==> src/logic/rra_pkg.sv <==
// constants and types shared by the rail register access logic
`default_nettype none

package rra_pkg;

  // register addresses of the first rail; later rails repeat every page
  localparam logic [7:0] RAIL1_STATUS_ADDR  = 8'h28;
  localparam logic [7:0] RAIL1_OFF_ADDR     = 8'h30;
  localparam logic [7:0] RAIL1_LEVEL_LO_ADDR = 8'h32;
  localparam logic [7:0] RAIL1_LEVEL_HI_ADDR = 8'h33;

  // register address split: page number above, in-page offset below
  localparam int unsigned PAGE_MSB = 7;
  localparam int unsigned PAGE_LSB = 5;
  localparam int unsigned OFS_MSB  = 4;
  localparam logic [2:0]  DEVICE_PAGE = 3'h0;

  // in-page offsets derived from the first rail's addresses
  localparam logic [4:0] OFS_STATUS   = RAIL1_STATUS_ADDR[OFS_MSB:0];
  localparam logic [4:0] OFS_OFF      = RAIL1_OFF_ADDR[OFS_MSB:0];
  localparam logic [4:0] OFS_LEVEL_LO = RAIL1_LEVEL_LO_ADDR[OFS_MSB:0];
  localparam logic [4:0] OFS_LEVEL_HI = RAIL1_LEVEL_HI_ADDR[OFS_MSB:0];

  // status byte fields
  localparam int unsigned ST_IN_REG_BIT      = 0;
  localparam int unsigned ST_OVERCURRENT_BIT = 1;
  localparam int unsigned ST_OVERVOLTAGE_BIT = 2;
  localparam int unsigned ST_UV_BIT          = 3;

  // off control fields
  localparam int unsigned OFF_BIT  = 0;
  localparam int unsigned MODE_BIT = 1;

  // output level code
  localparam int unsigned LEVEL_W       = 10;
  localparam int unsigned LEVEL_HI_W    = LEVEL_W - 8;
  localparam int unsigned LEVEL_STEP_UV = 2500;   // microvolts per code step at the feedback node

  // bus protocol
  localparam logic [6:0]  BUS_ADDR_DEFAULT = 7'h55;
  localparam logic [3:0]  BITS_PER_BYTE    = 4'h8;
  localparam logic [7:0]  UNMAPPED_READ    = 8'h00;

  // bus sequencer states
  typedef enum logic [3:0] {
    RRA_IDLE      = 4'b0000,
    RRA_ADDR      = 4'b0001,
    RRA_ADDR_ACK  = 4'b0010,
    RRA_REG       = 4'b0011,
    RRA_REG_ACK   = 4'b0100,
    RRA_WDATA     = 4'b0101,
    RRA_WDATA_ACK = 4'b0110,
    RRA_RDATA     = 4'b0111,
    RRA_MACK      = 4'b1000
  } rra_state_e;

endpackage

`default_nettype wire

==> src/logic/rra_i2c_target.sv <==
// bus target with paged per-rail status, off control and output level registers
//
// Functional notes
// single or multi-byte writes and reads follow one register address phase
// received register address is the first accessed; later bytes go upward
// write bytes land in incrementing registers until stop
// master writes start address, then repeated start with read direction
// read returns consecutive bytes until master answers not-acknowledge
// status byte at 0x28 for rail one, 0x48, 0x68 for later rails
// status holds in-regulation level plus overcurrent, overvoltage, input-undervoltage flags
// fault flags are sticky, even for momentary faults, until read
// all fault flags of a rail clear on the next read of that rail
// enable register bit 0: zero requests rail on, one requests off
// enable register bit 1 is stored but has no effect
// rail enabled only while enable pin high and off bit zero
// register access works normally while the rail is disabled
// 10-bit level code: low byte at 0x32, bits 9..8 at 0x33
// master writes level code as one two-byte write
// level code times 2.5 divided by 1000 gives volts
// level code sets the feedback-node target, not the divided-up rail voltage
// 256 addresses split into eight pages; page 0 device, 1..7 rails
// page in address bits 7..5, offset in bits 4..0
// answers 7-bit bus address, default 0x55; address LSB 0 write, 1 read
// always a bus target, never starts transactions
`default_nettype none

module rra_i2c_target #(
  parameter int unsigned NUM_RAILS = 7,
  parameter logic [6:0]  BUS_ADDR  = rra_pkg::BUS_ADDR_DEFAULT
) (
  input  wire logic                                        core_clk_i,
  input  wire logic                                        rst_b_i,
  input  wire logic                                        scl_i,
  input  wire logic                                        sda_i,
  output var  logic                                        sda_o,
  output var  logic                                        sda_oe_o,
  input  wire logic [NUM_RAILS-1:0]                        en_pin_i,
  input  wire logic [NUM_RAILS-1:0]                        rail_in_regulation_flag_i,
  input  wire logic [NUM_RAILS-1:0]                        overcurrent_fault_flag_i,
  input  wire logic [NUM_RAILS-1:0]                        overvoltage_fault_flag_i,
  input  wire logic [NUM_RAILS-1:0]                        input_undervoltage_fault_flag_i,
  output var  logic [NUM_RAILS-1:0]                        rail_enable_o,
  output var  logic [NUM_RAILS-1:0][rra_pkg::LEVEL_W-1:0]  level_code_o
);
  import rra_pkg::*;

  // pages past the last rail decode to nothing: writes are acked and dropped
  localparam logic [2:0] LAST_PAGE = 3'(NUM_RAILS);

  // every flip-flop of the block lives in this one struct
  typedef struct packed {
    rra_state_e                          state;
    logic [3:0]                          cnt;
    logic [7:0]                          sh;
    logic [7:0]                          tx;
    logic [7:0]                          ptr;
    logic                                more;
    logic                                sda_oe;
    logic                                scl_m;
    logic                                scl_s;
    logic                                scl_p;
    logic                                sda_m;
    logic                                sda_s;
    logic                                sda_p;
    logic [NUM_RAILS-1:0]                pin_m;
    logic [NUM_RAILS-1:0]                pin_s;
    logic [NUM_RAILS-1:0][3:0]           flt_m;
    logic [NUM_RAILS-1:0][3:0]           flt_s;
    logic [NUM_RAILS-1:0][2:0]           sticky;
    logic [NUM_RAILS-1:0]                off;
    logic [NUM_RAILS-1:0]                mode;
    logic [NUM_RAILS-1:0][7:0]           lvl_lo;
    logic [NUM_RAILS-1:0][LEVEL_HI_W-1:0] lvl_hi;
    logic [NUM_RAILS-1:0][LEVEL_W-1:0]   lvl_act;
    logic [NUM_RAILS-1:0]                en;
  } rra_state_s;

  rra_state_s q;
  rra_state_s d;

  // decoded view of the register pointer
  logic [2:0] page;
  logic [4:0] ofs;
  logic       rail_hit;
  logic [2:0] rail;
  logic [7:0] rd_byte;

  // bus line events, seen only on synchronised copies
  // the delayed copy costs one cycle of latency but gives clean edges
  logic scl_rise;
  logic scl_fall;
  logic bus_start;
  logic bus_stop;

  assign scl_rise  = q.scl_s & ~q.scl_p;
  assign scl_fall  = ~q.scl_s & q.scl_p;
  // start and stop are data edges while the clock line stays high
  assign bus_start = q.scl_s & q.scl_p & q.sda_p & ~q.sda_s;
  assign bus_stop  = q.scl_s & q.scl_p & ~q.sda_p & q.sda_s;

  // page and offset split of the pointer
  // page and offset fields
  assign page = q.ptr[PAGE_MSB:PAGE_LSB];
  assign ofs  = q.ptr[OFS_MSB:0];
  // page 0 device, pages 1..N rails
  assign rail_hit = (page != DEVICE_PAGE) && (page <= LAST_PAGE);
  assign rail     = page - 3'h1;

  // read data for the byte under the pointer; unmapped addresses read zero
  always_comb begin
    rd_byte = UNMAPPED_READ;
    if (rail_hit) begin
      // status at page offset 0x08
      if (ofs == OFS_STATUS) begin
        rd_byte = 8'h00;
        // the level bit is live, so a read shows it as of the byte load
        // in-regulation level live, fault flags sticky
        rd_byte[ST_IN_REG_BIT]      = q.flt_s[rail][0];
        rd_byte[ST_OVERCURRENT_BIT] = q.sticky[rail][0];
        rd_byte[ST_OVERVOLTAGE_BIT] = q.sticky[rail][1];
        rd_byte[ST_UV_BIT]     = q.sticky[rail][2];
      end else if (ofs == OFS_OFF) begin
        rd_byte           = 8'h00;
        rd_byte[OFF_BIT]  = q.off[rail];
        rd_byte[MODE_BIT] = q.mode[rail];
      end else if (ofs == OFS_LEVEL_LO) begin
        rd_byte = q.lvl_lo[rail];
      end else if (ofs == OFS_LEVEL_HI) begin
        rd_byte = {6'h00, q.lvl_hi[rail]};
      end
    end
  end

  // next state of the whole block
  always_comb begin
    logic load;
    logic wr;
    d    = q;
    load = 1'b0;
    wr   = 1'b0;

    // two-flop synchronisers; the first stage feeds only the second
    d.scl_m = scl_i;
    d.scl_s = q.scl_m;
    d.scl_p = q.scl_s;
    d.sda_m = sda_i;
    d.sda_s = q.sda_m;
    d.sda_p = q.sda_s;
    d.pin_m = en_pin_i;
    d.pin_s = q.pin_m;
    for (int i = 0; i < NUM_RAILS; i++) begin
      d.flt_m[i] = {input_undervoltage_fault_flag_i[i], overvoltage_fault_flag_i[i],
                    overcurrent_fault_flag_i[i], rail_in_regulation_flag_i[i]};
    end
    d.flt_s = q.flt_m;

    // no clock stretching: each answer must settle within the master's low
    // phase, about three clocks after the clock line falls
    // target only; sda is only ever released or pulled low
    case (q.state)
      RRA_IDLE: begin
        d.sda_oe = 1'b0;
      end
      RRA_ADDR, RRA_REG, RRA_WDATA: begin
        if (scl_rise) begin
          d.sh  = {q.sh[6:0], q.sda_s};
          d.cnt = q.cnt + 4'h1;
        end else if (scl_fall && q.cnt == BITS_PER_BYTE) begin
          d.cnt = 4'h0;
          if (q.state == RRA_ADDR) begin
            // match the 7-bit address, keep the direction bit
            if (q.sh[7:1] == BUS_ADDR) begin
              d.more   = q.sh[0];
              d.sda_oe = 1'b1;
              d.state  = RRA_ADDR_ACK;
            end else begin
              d.state = RRA_IDLE;
            end
          end else if (q.state == RRA_REG) begin
            // the received address starts the sequence
            d.ptr    = q.sh;
            d.sda_oe = 1'b1;
            d.state  = RRA_REG_ACK;
          end else begin
            // store and step on to the next register
            wr       = 1'b1;
            d.sda_oe = 1'b1;
            d.state  = RRA_WDATA_ACK;
          end
        end
      end
      RRA_ADDR_ACK: begin
        if (scl_fall) begin
          d.sda_oe = 1'b0;
          if (q.more) begin
            // read direction after a repeated start sends at once
            load = 1'b1;
          end else begin
            d.state = RRA_REG;
          end
        end
      end
      RRA_REG_ACK, RRA_WDATA_ACK: begin
        // any number of data bytes may follow
        if (scl_fall) begin
          d.sda_oe = 1'b0;
          d.state  = RRA_WDATA;
        end
      end
      RRA_RDATA: begin
        // each new bit goes out on the clock fall, inside the low phase
        if (scl_rise) begin
          d.cnt = q.cnt + 4'h1;
        end else if (scl_fall) begin
          if (q.cnt == BITS_PER_BYTE) begin
            d.sda_oe = 1'b0;
            d.state  = RRA_MACK;
          end else begin
            d.tx     = {q.tx[6:0], 1'b0};
            d.sda_oe = ~q.tx[6];
          end
        end
      end
      RRA_MACK: begin
        // the master's answer is taken on the clock rise, while data is steady
        // a not-acknowledge ends the read
        if (scl_rise) begin
          d.more = ~q.sda_s;
          if (q.sda_s) begin
            d.state = RRA_IDLE;
          end
        end else if (scl_fall && q.more) begin
          load = 1'b1;
        end
      end
      default: begin
        d.state = RRA_IDLE;
      end
    endcase

    // load the next read byte and drive its first bit
    // the byte leaves with the flags as they stood; a fault in this very
    // cycle is ored back in below, so it is never lost
    if (load) begin
      d.tx     = rd_byte;
      d.ptr    = q.ptr + 8'h01;
      d.sda_oe = ~rd_byte[7];
      d.cnt    = 4'h0;
      d.state  = RRA_RDATA;
      // any read of a rail clears its fault flags
      if (rail_hit) begin
        d.sticky[rail] = 3'b000;
      end
    end

    // register write; accepted whether or not the rail runs
    // the pointer steps on unmapped addresses too, so long writes walk on
    // access independent of enable
    if (wr) begin
      d.ptr = q.ptr + 8'h01;
      if (rail_hit) begin
        if (ofs == OFS_OFF) begin
          // off bit, one requests off
          d.off[rail]  = q.sh[OFF_BIT];
          // mode bit kept for readback only
          d.mode[rail] = q.sh[MODE_BIT];
        end else if (ofs == OFS_LEVEL_LO) begin
          d.lvl_lo[rail] = q.sh;
        end else if (ofs == OFS_LEVEL_HI) begin
          // high bits join the low byte held before
          // code moves only when the high byte lands, so no torn word
          d.lvl_hi[rail]  = q.sh[LEVEL_HI_W-1:0];
          d.lvl_act[rail] = {q.sh[LEVEL_HI_W-1:0], q.lvl_lo[rail]};
        end
      end
    end

    // start and stop win over any bit-level activity
    if (bus_stop) begin
      d.state  = RRA_IDLE;
      d.sda_oe = 1'b0;
    end else if (bus_start) begin
      d.state  = RRA_ADDR;
      d.cnt    = 4'h0;
      d.sda_oe = 1'b0;
    end

    // faults set sticky flags after any clear, so a new fault wins
    for (int i = 0; i < NUM_RAILS; i++) begin
      d.sticky[i] = d.sticky[i] | q.flt_s[i][3:1];
    end

    // pin high and off bit clear
    d.en = q.pin_s & ~q.off;
  end

  // the only clocked process; reset state is zero apart from the line samplers
  always_ff @(posedge core_clk_i or negedge rst_b_i) begin
    if (!rst_b_i) begin
      q       <= '0;
      // line samplers start at the idle-high bus level, so the release of
      // reset never looks like a clock rise or a stop condition
      q.scl_m <= 1'b1;
      q.scl_s <= 1'b1;
      q.scl_p <= 1'b1;
      q.sda_m <= 1'b1;
      q.sda_s <= 1'b1;
      q.sda_p <= 1'b1;
    end else begin
      q <= d;
    end
  end

  // outputs straight from flip-flops apart from sda_o, which is tied low; pulled-low data only
  // the pin only ever sinks; the bus pull-up gives the high level
  assign sda_o         = 1'b0;
  assign sda_oe_o      = q.sda_oe;
  assign rail_enable_o = q.en;
  // one code step is LEVEL_STEP_UV at the regulation point
  // regulation treats this as the feedback-node target
  assign level_code_o  = q.lvl_act;

endmodule

`default_nettype wire

==> config.mk <==
export PLATFORM = sky130hd
export DESIGN_NAME = rra_i2c_target
export DESIGN_NICKNAME = d
export VERILOG_FILES = /design/src/logic/rra_pkg.sv /design/src/logic/rra_i2c_target.sv
export SDC_FILE = /design/constraint.sdc
export NUM_CORES = 1
export LEC_CHECK = 0
export ABC_AREA = 1
export BUFFER_PORTS_ARGS = -buffer_cell sky130_fd_sc_hd__buf_2
export CORE_ASPECT_RATIO = 0.6
export CORE_MARGIN = 2
export CORE_UTILIZATION = 55
export CTS_CLUSTER_SIZE = 12
export DETAILED_ROUTE_END_ITERATION = 12
export HOLD_SLACK_MARGIN = 0.05
export MAX_ROUTING_LAYER = met4
export PLACE_DENSITY = 0.81
export SLEW_MARGIN = 25
export SYNTH_ARGS = -nofsm -noshare
export SYNTH_HDL_FRONTEND = slang
export SYNTH_SLANG_ARGS = --single-unit
==> constraint.sdc <==
create_clock -name core_clk_i -period 3.5 [get_ports core_clk_i]
set_clock_uncertainty 0.1 [all_clocks]
set_input_delay 0 -clock core_clk_i [delete_from_list [all_inputs] [get_ports core_clk_i]]
set_output_delay 0 -clock core_clk_i [all_outputs]
set_load 0.03 [all_outputs]
==> flow_summary.toml, run 1 <==
[synth]
synth_top_area_share_pct = 57.03
yosysTopAreaCell = "dfrtp_1"
avgSynthCellArea_um2 = 8.906
synth_area_um2 = 11890
yosys_warnings = 0
synth-simple-area-share_pct = 17.73
synth_xor_area_share_pct = 0.4420
ys_ff_latch = 277
synthMuxAreaShare_pct = 0
yosysUniqueCellTypes = 33
syn-num-nets = 1382
yosys-top-cells-area = "dfrtp_1, nand2_1, o21ai_0, buf_4, inv_1"
yosysSeqAreaShare_pct = 58.36
synthCells = 1335
synth-compound-area-share_pct = 12.87
synth_adder_area_share_pct = 0.8418
synth_top_family_by_area = "simple AND/OR/NAND/NOR gates"

[critical_path]
worst_ep_required_time_ns = 3.78
worstPathCellList = "nor2_1 > nand3_1 > a21oi_4 > inv_1 > o21ai_2 > a21oi_1 > inv_1 > nand2_1 > o21ai_0"
crit_path_end_kind = "flop"
worstRegToRegCells = 9
critPathArrivalTime_ns = 3.40
startpoint_type = "flop"
reg2reg_from = "q[289]"
path_buf_inv = 2
critPathMaxStageDelay_ns = 0.76
ff2ff_setup_slack_ns = 0.38
cp.depth = 9
cp_top_family = "compound AO/OA/AOI/OAI gates"
rr_endpoint = "page[0]"
worst_path_most_repeated_cell = "inv_1"
critPathKind = "flop to flop"
crit_fanout = 17
cp_slowest_cell = "a21oi_1"

[clock_network]
postCtsSetupRepairBufs = 0
h-tree-depth = 1
numClockSinks = 277
cts_tree = "built"
clockBufferDepth = 3
clk_pin_slew_ns = 0.06
cts-root-buf = "clkbuf_16"
clk_latency_ns = 0.53
holdBufCountCts = 77
numCtsBuffers = 27
cts_resized = 0

[min_path]
hold_end = "q[209]"
min_from = "d[209]"
min_delay_path_depth = 0
hp-class = "flop to flop"

[drt]
firstDrtPassIters = 5
vias_per_cell = 5.322
wirelength_um = 27630
wl_met3_um = 2407
vias = 9196
drt_first_iter_violations = 866
drc = 0
top_layer_used = "met4"
wl_met2_um = 11480
wl_met1_um = 13020
ant_nets = 0
drt-wirelength-per-cell_um = 15.99

[place]
place_inst = 1611
routabilityCongestion = 0.9123
dp_hpwl_um = 18090
port_buffers = 116

[floorplan]
die-width_um = 193.8
ios = 118
core_area_um2 = 21080
dieArea_um2 = 22850
rows = 41
die_y_um = 117.9
start_util_pct = 56.39

[timing]
fmax_mhz = 320.3
worst_slew_pin_slew_ns = 0.9969
min_period_ns = 3.122
maxSlewViolCount = 0
tns_ns = 0
rsz0062_at_grt = "no"
period_share_pct = 89.20
hold_slack_ns = 0.2440
relSlewSlack_pct = 32.92
setup_viol_count_final = 0
hold_viol = 0

[global_route]
grt_pass1_wl_um = 45650
antenna_found_initial = 0
grt_max_degree = 97
grt_pass1_vias = 8738
grt_overflow = 0
grtUsageTotal_pct = 25.37

[pwr]
p_total_uw = 6194
p_comb_share_pct = 5.2
cellPowerDensity_nw_per_um2 = 453.9
p_sw_uw = 1384
power_leakage_uw = 0.006625
ir_drop_mv = 0.3359
pwr-share-seq_pct = 53.3
clockPowerShare_pct = 41.5
cellInternalPower_uw = 4809
swShare_pct = 22.35

[finish]
drive_above_1_share_pct = 12.49
finish.utilization_pct = 64.73
nets = 1485
num_antenna_cells = 0
area_growth_pct = 14.77
stdcell_count = 1728

[flow_run]
drv_cap = 0

[outcome]
outcome = "finished clean"
==> power groups by stage <==
stage	sequential, uW	clock, uW	combinational (uW)
2_1_floorplan	3350	0	120
3_3_place_gp	3360	0	253
3_5_place_dp	3360	0	257
4_1_cts	3300	2600	323
5_1_grt	3310	2740	365
6_report	3300	2570	324
==> cell type report <==
cell class                 instances  area [um2]
multi-input combinational        832        3795
sequential                       277        6940
tap                              279       349.1
clock buffer                      39       730.7
fill                            1701        7437
inverter                          94       352.8
timing repair buffer             206        1471
clock inverter                     1       7.507
==> cell usage after synthesis <==
master,instances
a211oi_1,1
a211oi_4,1
a21boi_0,2
a21oi_1,37
a21oi_4,1
a31oi_1,1
buf_1,4
buf_2,12
buf_4,78
clkbuf_1,38
conb_1,1
dfrtp_1,271
dfstp_2,6
ha_1,8
inv_1,94
nand2_1,391
nand2_2,1
nand3_1,29
nand3b_1,1
nand4_1,4
nor2_1,80
nor2_2,1
nor3_1,13
nor3_4,1
nor4_1,1
o211ai_1,3
o21ai_0,210
o21ai_1,5
o21ai_2,1
o21bai_1,23
or2_2,10
xnor2_1,1
xor2_1,5
==> cell families (layout without fill, tap and decap cells) <==
group,count (synthesis),count (layout)
AOI/OAI and AO/OA,285,285
xor gates and xnor gates,6,6
adders and majority gates,8,8
buffers and inverters,226,340
DFF,277,277
other,1,1
and+or+nand+nor,532,532
==> placed cells by master, fill, tap and decap left out, types with 2 or more instances in the layout <==
master	count
nand2_1	391
dfrtp_1	270
o21ai_0	210
buf_2	115
inv_1	94
nor2_1	80
dlygate4sd3_1	77
a21oi_1	37
nand3_1	29
clkbuf_16	27
o21bai_1	23
nor3_1	13
buf_4	12
clkbuf_1	11
or2_2	10
ha_1	8
dfstp_2	6
xor2_1	5
o21ai_1	5
nand4_1	4
o211ai_1	3
a21boi_0	2
==> per-layer routing <==
layer	vias to the layer above	track usage (%)
met5	-	-
met1	4347	38.25
met4	0	7.055
met3	62	4.928
met2	411	35.09
li1	4376	-
==> flip-flops by register name (all words and copies together) (netlist names) <==
name	flops
level_code_o	56
sda_oe_o	1
d	39
rail_enable_o	7
q	166
ofs	5
page	3
==> worst reg2reg max path, cell delays in order, from the launching register on <==
cell	delay, ns
dfrtp_1	0.49
nor2_1	0.14
nand3_1	0.25
a21oi_4	0.17
inv_1	0.34
o21ai_2	0.29
a21oi_1	0.76
inv_1	0.21
nand2_1	0.13
o21ai_0	0.11
==> worst max-delay path by stage <==
stage,to,from,slack [ns]
floorplan,q[114],page[0],0.63
global placement,page[0],q[289],0.52
detailed placement,page[0],q[289],0.49
CTS,page[0],q[289],0.42
global route,page[0],q[289],0.10
finish,page[0],q[289],0.38
==> metrics by stage <==
stage / worst slack [ns] / area [um2]
finish: 0.3779 / 13650
CTS: 0.4236 / 13650
detailed placement: 0.4887 / 12140
global placement: 0.5238 / 12140
global route: 0.1028 / 13650
floorplan: 0.6349 / 11890
Power figures use the tool's default switching activity.
==> inputs of run 2 (changes only) <==
--- a/config.mk
+++ b/config.mk
@@ -5,10 +5,8 @@
 export SDC_FILE = /design/constraint.sdc
 export NUM_CORES = 1
 export LEC_CHECK = 0
-export ABC_AREA = 1
 export BUFFER_PORTS_ARGS = -buffer_cell sky130_fd_sc_hd__buf_2
 export CORE_ASPECT_RATIO = 0.6
-export CORE_MARGIN = 2
 export CORE_UTILIZATION = 55
 export CTS_CLUSTER_SIZE = 12
 export DETAILED_ROUTE_END_ITERATION = 12
==> run 2 against run 1 <==
  * Critical path depth down 3
  * Final cell count down 21%
  * Synthesized area up 0.27%
  * Clock-buffer cell count down 1
  * First-iteration DRC count down 17%
  * Maximum frequency down 4.5%
  * Wire length up 4.9%
  * Worst setup slack worse by 0.15 ns
  * Non-clock buffer count up 14
  * Register-to-register slack worse by 0.15 ns
==> flow_summary.toml, run 2 <==
[outcome]
outcome = "finished clean"

[finish]
layout_commonest_cell = "dfrtp_1"
postLayoutCellArea_um2 = 13860
fillers = 1483
layout_common_cells = "dfrtp_1, mux2_2, buf_2, dlygate4sd3_1, nand2_1"
drive_above_1_share_pct = 33.03
regMostFlops = "q"
largest_register_ffs = 166
nets = 1126
finish.utilization_pct = 65.57
area_growth_pct = 16.23

[synth]
synth_commonest_cells = "dfrtp_1, mux2_2, buf_4"
yosysUniqueCellTypes = 70
yosysTopAreaCell = "dfrtp_1"
yosys-top-cells-area = "dfrtp_1, mux2_2, buf_4, nand2_1, a21o_1"
synth_top_area_share_pct = 56.88
synthCells = 949
synth_most_common_cell = "dfrtp_1"
avgSynthCellArea_um2 = 12.56
ys_ff_latch = 277
async_reset_ff_share_pct = 100.0
synth_ff_type = "dfrtp_1"
yosys_warnings = 0
synth_area_um2 = 11920
synth_edf_count = 0
yosysSeqAreaShare_pct = 58.20
syn-num-nets = 996

[floorplan]
die-width_um = 192.1
ios = 118
rows = 41
core_area_um2 = 21140
die_y_um = 116.0
dieArea_um2 = 22290
start_util_pct = 56.41

[clock_network]
cts_tree = "built"
h-tree-depth = 1
clockBufferDepth = 3
cts_resized = 0
numClockSinks = 277
clk_pin_slew_ns = 0.06
numCtsBuffers = 27
cts-root-buf = "clkbuf_16"
postCtsSetupRepairBufs = 0
clk_latency_ns = 0.54

[critical_path]
critPathArrivalTime_ns = 3.58
crit_fanout = 10
startpoint_type = "flop"
crit_path_end_kind = "flop"
worstPathCellList = "nor2b_1 > nand4_1 > nor2_1 > nand4_4 > nor2_2 > mux2_2"
critPathMaxStageDelay_ns = 0.57
path_buf_inv = 0
critPathKind = "flop to flop"
ff2ff_setup_slack_ns = 0.23
cp_slowest_cell = "dfstp_2"
cp_top_family = "simple AND/OR/NAND/NOR gates"
worst_ep_required_time_ns = 3.81

[drt]
drc = 0
vias = 8041
drt_first_iter_violations = 721
firstDrtPassIters = 6
drt-wirelength-per-cell_um = 21.15
wirelength_um = 28980
vias_per_cell = 5.869
ant_nets = 0

[timing]
period_share_pct = 93.39
maxSlewViolCount = 0
hold_slack_ns = 0.2473
rsz0062_at_grt = "no"
fmax_mhz = 305.9
hold_viol = 0
setup_viol_count_final = 0
tns_ns = 0
min_period_ns = 3.269
relSlewSlack_pct = 27.89
worst_slew_pin_slew_ns = 1.082

[pwr]
power_leakage_uw = 0.006578
ir_drop_mv = 0.4263
cellPowerDensity_nw_per_um2 = 449.9

[place]
place_area_um2 = 12340
routabilityCongestion = 0.9314
dp_hpwl_um = 18040
port_buffers = 116

[global_route]
grtUsageTotal_pct = 27.29
grt_pass1_wl_um = 44910
grt_overflow = 0
grt_pass1_vias = 7742
grt_max_degree = 87
antenna_found_initial = 1

[min_path]
hp-class = "flop to flop"

[flow_run]
drv_cap = 0
[run 2: changes by cell type after synthesis, moves of 23 or more]
cell	change
o21bai_1	-23
mux2_2	+156
o21ai_0	-181
nand2_1	-333
inv_1	-84
nor2_1	-38
a21o_1	+23
[run 2: layout make-up]
| type | instances | area (um2) | area share (%) |
|---|---|---|---|
| well taps | 279 | 349.1 | 2.519 |
| flip-flops and latches | 277 | 6939 | 50.07 |
| clock buffers | 38 | 716.9 | 5.173 |
| diodes | 1 | 2.502 | 0.01806 |
| clock inverters | 2 | 20.02 | 0.1445 |
| repair buffers | 220 | 1587 | 11.45 |
| multi-input cells | 542 | 4203 | 30.33 |
| inverters | 11 | 41.29 | 0.2979 |
[run 2: metal layers]
metal / GRT usage, % / share of wire, %
met1: 40.12 / 46
met5: - / 0
met2: 39.61 / 45
met3: 5.815 / 8.1
met4: 4.357 / 1.2
[run 2: where the power goes]
part	total, uW	switching (uW)	internal, uW	leakage [uW]
clock	2570	1160	1410	0.000356
combinational	298	171	126	0.00266
sequential	3370	95.6	3270	0.00356
total	6240	1430	4810	0.00658
[run 2: stage by stage]
stage / setup WS [ns] / power [uW] / std cells
after floorplan: 0.5632 / 3482 / 949
after global placement: 0.4442 / 3631 / 1252
after detailed placement: 0.2827 / 3641 / 1252
after CTS: 0.2710 / 6249 / 1369
after global routing: 0.06393 / 6440 / 1370
final: 0.2314 / 6235 / 1370
[run 2: worst paths after layout]
path	startpoint	to	cells past startpoint
worst max-delay path	q[255]	q[78]	6
worst min-delay path	d[240]	q[240]	0
max in group asynchronous	rst_b_i	level_code_o[20]	4
min in group asynchronous	rst_b_i	level_code_o[25]	3
worst max register to register	q[255]	q[78]	6
worst min register to register	d[240]	q[240]	0
[run 2: repair_timing]
item	4_1_cts	5_1_grt
hold buffers	77	0
endpoints found under the hold margin	144	0
setup endpoints to repair	0	0
[run 2: cells by family (layout without fill, tap and decap cells)]
| group | after synthesis | after routing | share of synthesized area, % |
|---|---|---|---|
| buffers and inverters | 130 | 271 | 6.727 |
| xor gates and xnor gates | 6 | 6 | 0.5038 |
| other | 1 | 2 | 0.03145 |
| muxes | 173 | 173 | 16.17 |
| adders and majority gates | 8 | 8 | 0.8396 |
| DFF | 277 | 277 | 58.20 |
| and+or+nand+nor | 211 | 211 | 9.277 |
| AOI/OAI and AO/OA | 143 | 143 | 8.249 |
==> inputs of run 3 (changes only) <==
==> constraint.sdc (replaced) <==
create_clock -name core_clk_i -period 3.5 [get_ports core_clk_i]
set_clock_uncertainty 0.1 [all_clocks]
set_input_delay 0.175 -clock core_clk_i [delete_from_list [all_inputs] [get_ports core_clk_i]]
set_output_delay 0.175 -clock core_clk_i [all_outputs]
set_load 0.03 [all_outputs]
==> run 3 against run 2 <==
  * Clock power rose by 3%
  * Wire length fell by 5.0%
  * Die area did not move
  * Worst hold slack got worse by 0.062 ns
  * Via count fell by 2.4%
  * First-iteration DRC count fell by 0.97%
  * Utilization fell by 1.7 points
  * Sequential power barely moved
  * Non-clock buffer count fell by 39
  * Final area fell by 2.6%
  * Global-route usage fell by 1.4 points
==> flow_summary.toml, run 3 (synthesized netlist as in run 2, its figures left out) <==
[finish]
num_antenna_cells = 0
fillers = 1561
largest_register_ffs = 166
stdcell_count = 1332
layout_common_cells = "dfrtp_1, mux2_2, buf_2, nand2_1, nor2_1"
layout_commonest_cell = "dfrtp_1"
finish.utilization_pct = 63.87
nets = 1087
area_growth_pct = 13.22
multi_input_area_um2 = 4210
drive_above_1_share_pct = 34.28
regMostFlops = "q"
seq_area_um2 = 6939

[place]
port_buffers = 116
place_inst = 1252
dp_hpwl_um = 18050
routabilityCongestion = 0.9330

[drt]
ant_nets = 0
drt-wirelength-per-cell_um = 20.66
vias_per_cell = 5.893
drc = 0
drt_first_iter_violations = 714
vias = 7849
firstDrtPassIters = 5
wirelength_um = 27520

[pwr]
power_leakage_uw = 0.006428
cellPowerDensity_nw_per_um2 = 464.4
ir_drop_mv = 0.4290

[global_route]
grt_pass1_vias = 7576
antenna_found_initial = 0
grt_overflow = 0
grtUsageTotal_pct = 25.91
grt_max_degree = 113
grt_pass1_wl_um = 42980

[critical_path]
cp_top_family = "simple AND/OR/NAND/NOR gates"
worstRegToRegCells = 7
critPathMaxStageDelay_ns = 0.60
worstPathCellList = "buf_4 > ha_1 > nand4b_1 > o21ai_0 > or3_1 > nor2_2 > mux2_2"
critPathArrivalTime_ns = 3.38
path_buf_inv = 1
startpoint_type = "flop"
critPathKind = "flop to flop"
cp_slowest_cell = "or3_1"
cp.depth = 7
worst_ep_required_time_ns = 3.81
crit_fanout = 42
crit_path_end_kind = "flop"

[timing]
min_period_ns = 3.071
tns_ns = 0
fmax_mhz = 325.6
relSlewSlack_pct = 30.56
rsz0062_at_grt = "no"
worst_slew_pin_slew_ns = 1.042
hold_viol = 0
period_share_pct = 87.74
setup_viol_count_final = 0
maxSlewViolCount = 0

[floorplan]
die-width_um = 192.1
ios = 118
die_y_um = 116.0
core_area_um2 = 21140
dieArea_um2 = 22290
start_util_pct = 56.41
rows = 41

[clock_network]
postCtsSetupRepairBufs = 0
numCtsBuffers = 27
clockBufferDepth = 3
clk_pin_slew_ns = 0.06
numClockSinks = 277
cts-root-buf = "clkbuf_16"
clk_latency_ns = 0.53
h-tree-depth = 1
cts_tree = "built"

[outcome]
outcome = "finished clean"

[min_path]
min_delay_path_depth = 2
hp-class = "primary input to flop"

[flow_run]
drv_cap = 0
==> run 3: repair_timing <==
| action | CTS | global route |
|---|---|---|
| hold endpoints to repair | 139 | 0 |
| setup endpoints to repair | 0 | 10 |
| gates resized for setup | 0 | 2 |
| hold buffers | 38 | 0 |
==> run 3: layout make-up <==
| class | count | share of cell area (%) |
|---|---|---|
| clock inverters | 2 | 0.2873 |
| flip-flops and latches | 277 | 51.40 |
| clock buffers | 40 | 5.441 |
| well taps | 279 | 2.586 |
| inverters | 11 | 0.3059 |
| repair buffers | 181 | 8.787 |
| multi-input cells | 542 | 31.19 |
==> run 3: worst register-to-register path, cell delays in order (launching register included) <==
cell and delay [ns]:
dfrtp_1 0.36, buf_4 0.40, ha_1 0.27, nand4b_1 0.12
o21ai_0 0.18, or3_1 0.60, nor2_2 0.52, mux2_2 0.41
==> run 3: worst paths after layout <==
path | startpoint | endpoint | slack (ns)
min reg2reg | d[200] | q[200] | 0.25
max in group asynchronous | rst_b_i | level_code_o[34] | 2.08
max reg2reg | page[0] | q[144] | 0.43
min | en_pin_i[4] | d[242] | 0.19
max | page[0] | q[144] | 0.43
min in group asynchronous | rst_b_i | q[259] | 0.21
==> run 3: report_power, final <==
| part | internal [uW] | total (uW) | leakage [uW] | switching [uW] |
|---|---|---|---|---|
| combinational | 96.4 | 259 | 0.00250 | 162 |
| clock | 1510 | 2650 | 0.000373 | 1140 |
| sequential | 3270 | 3360 | 0.00356 | 93.3 |
| total | 4870 | 6270 | 0.00643 | 1400 |
==> run 3: layer usage <==
| layer | track usage, % | wire (um) | vias to the layer above |
|---|---|---|---|
| met5 | - | 0 | - |
| met2 | 36.46 | 11890 | 368 |
| met3 | 6.239 | 2491 | 37 |
| li1 | - | - | 3465 |
| met4 | 3.990 | 296 | 0 |
| met1 | 38.62 | 12840 | 3979 |
==> run 3: metrics by stage <==
stage	total power, uW	setup slack [ns]	area, um2	hold WS [ns]
6_report	6269	0.4292	13500	0.1857
5_1_grt	6476	0.2651	13500	0.1837
4_1_cts	6313	0.2618	13490	0.1619
3_5_place_dp	3640	0.2694	12340	0.1843
3_3_place_gp	3633	0.4336	12340	0.1780
2_1_floorplan	3482	0.5632	11920	-0.2206
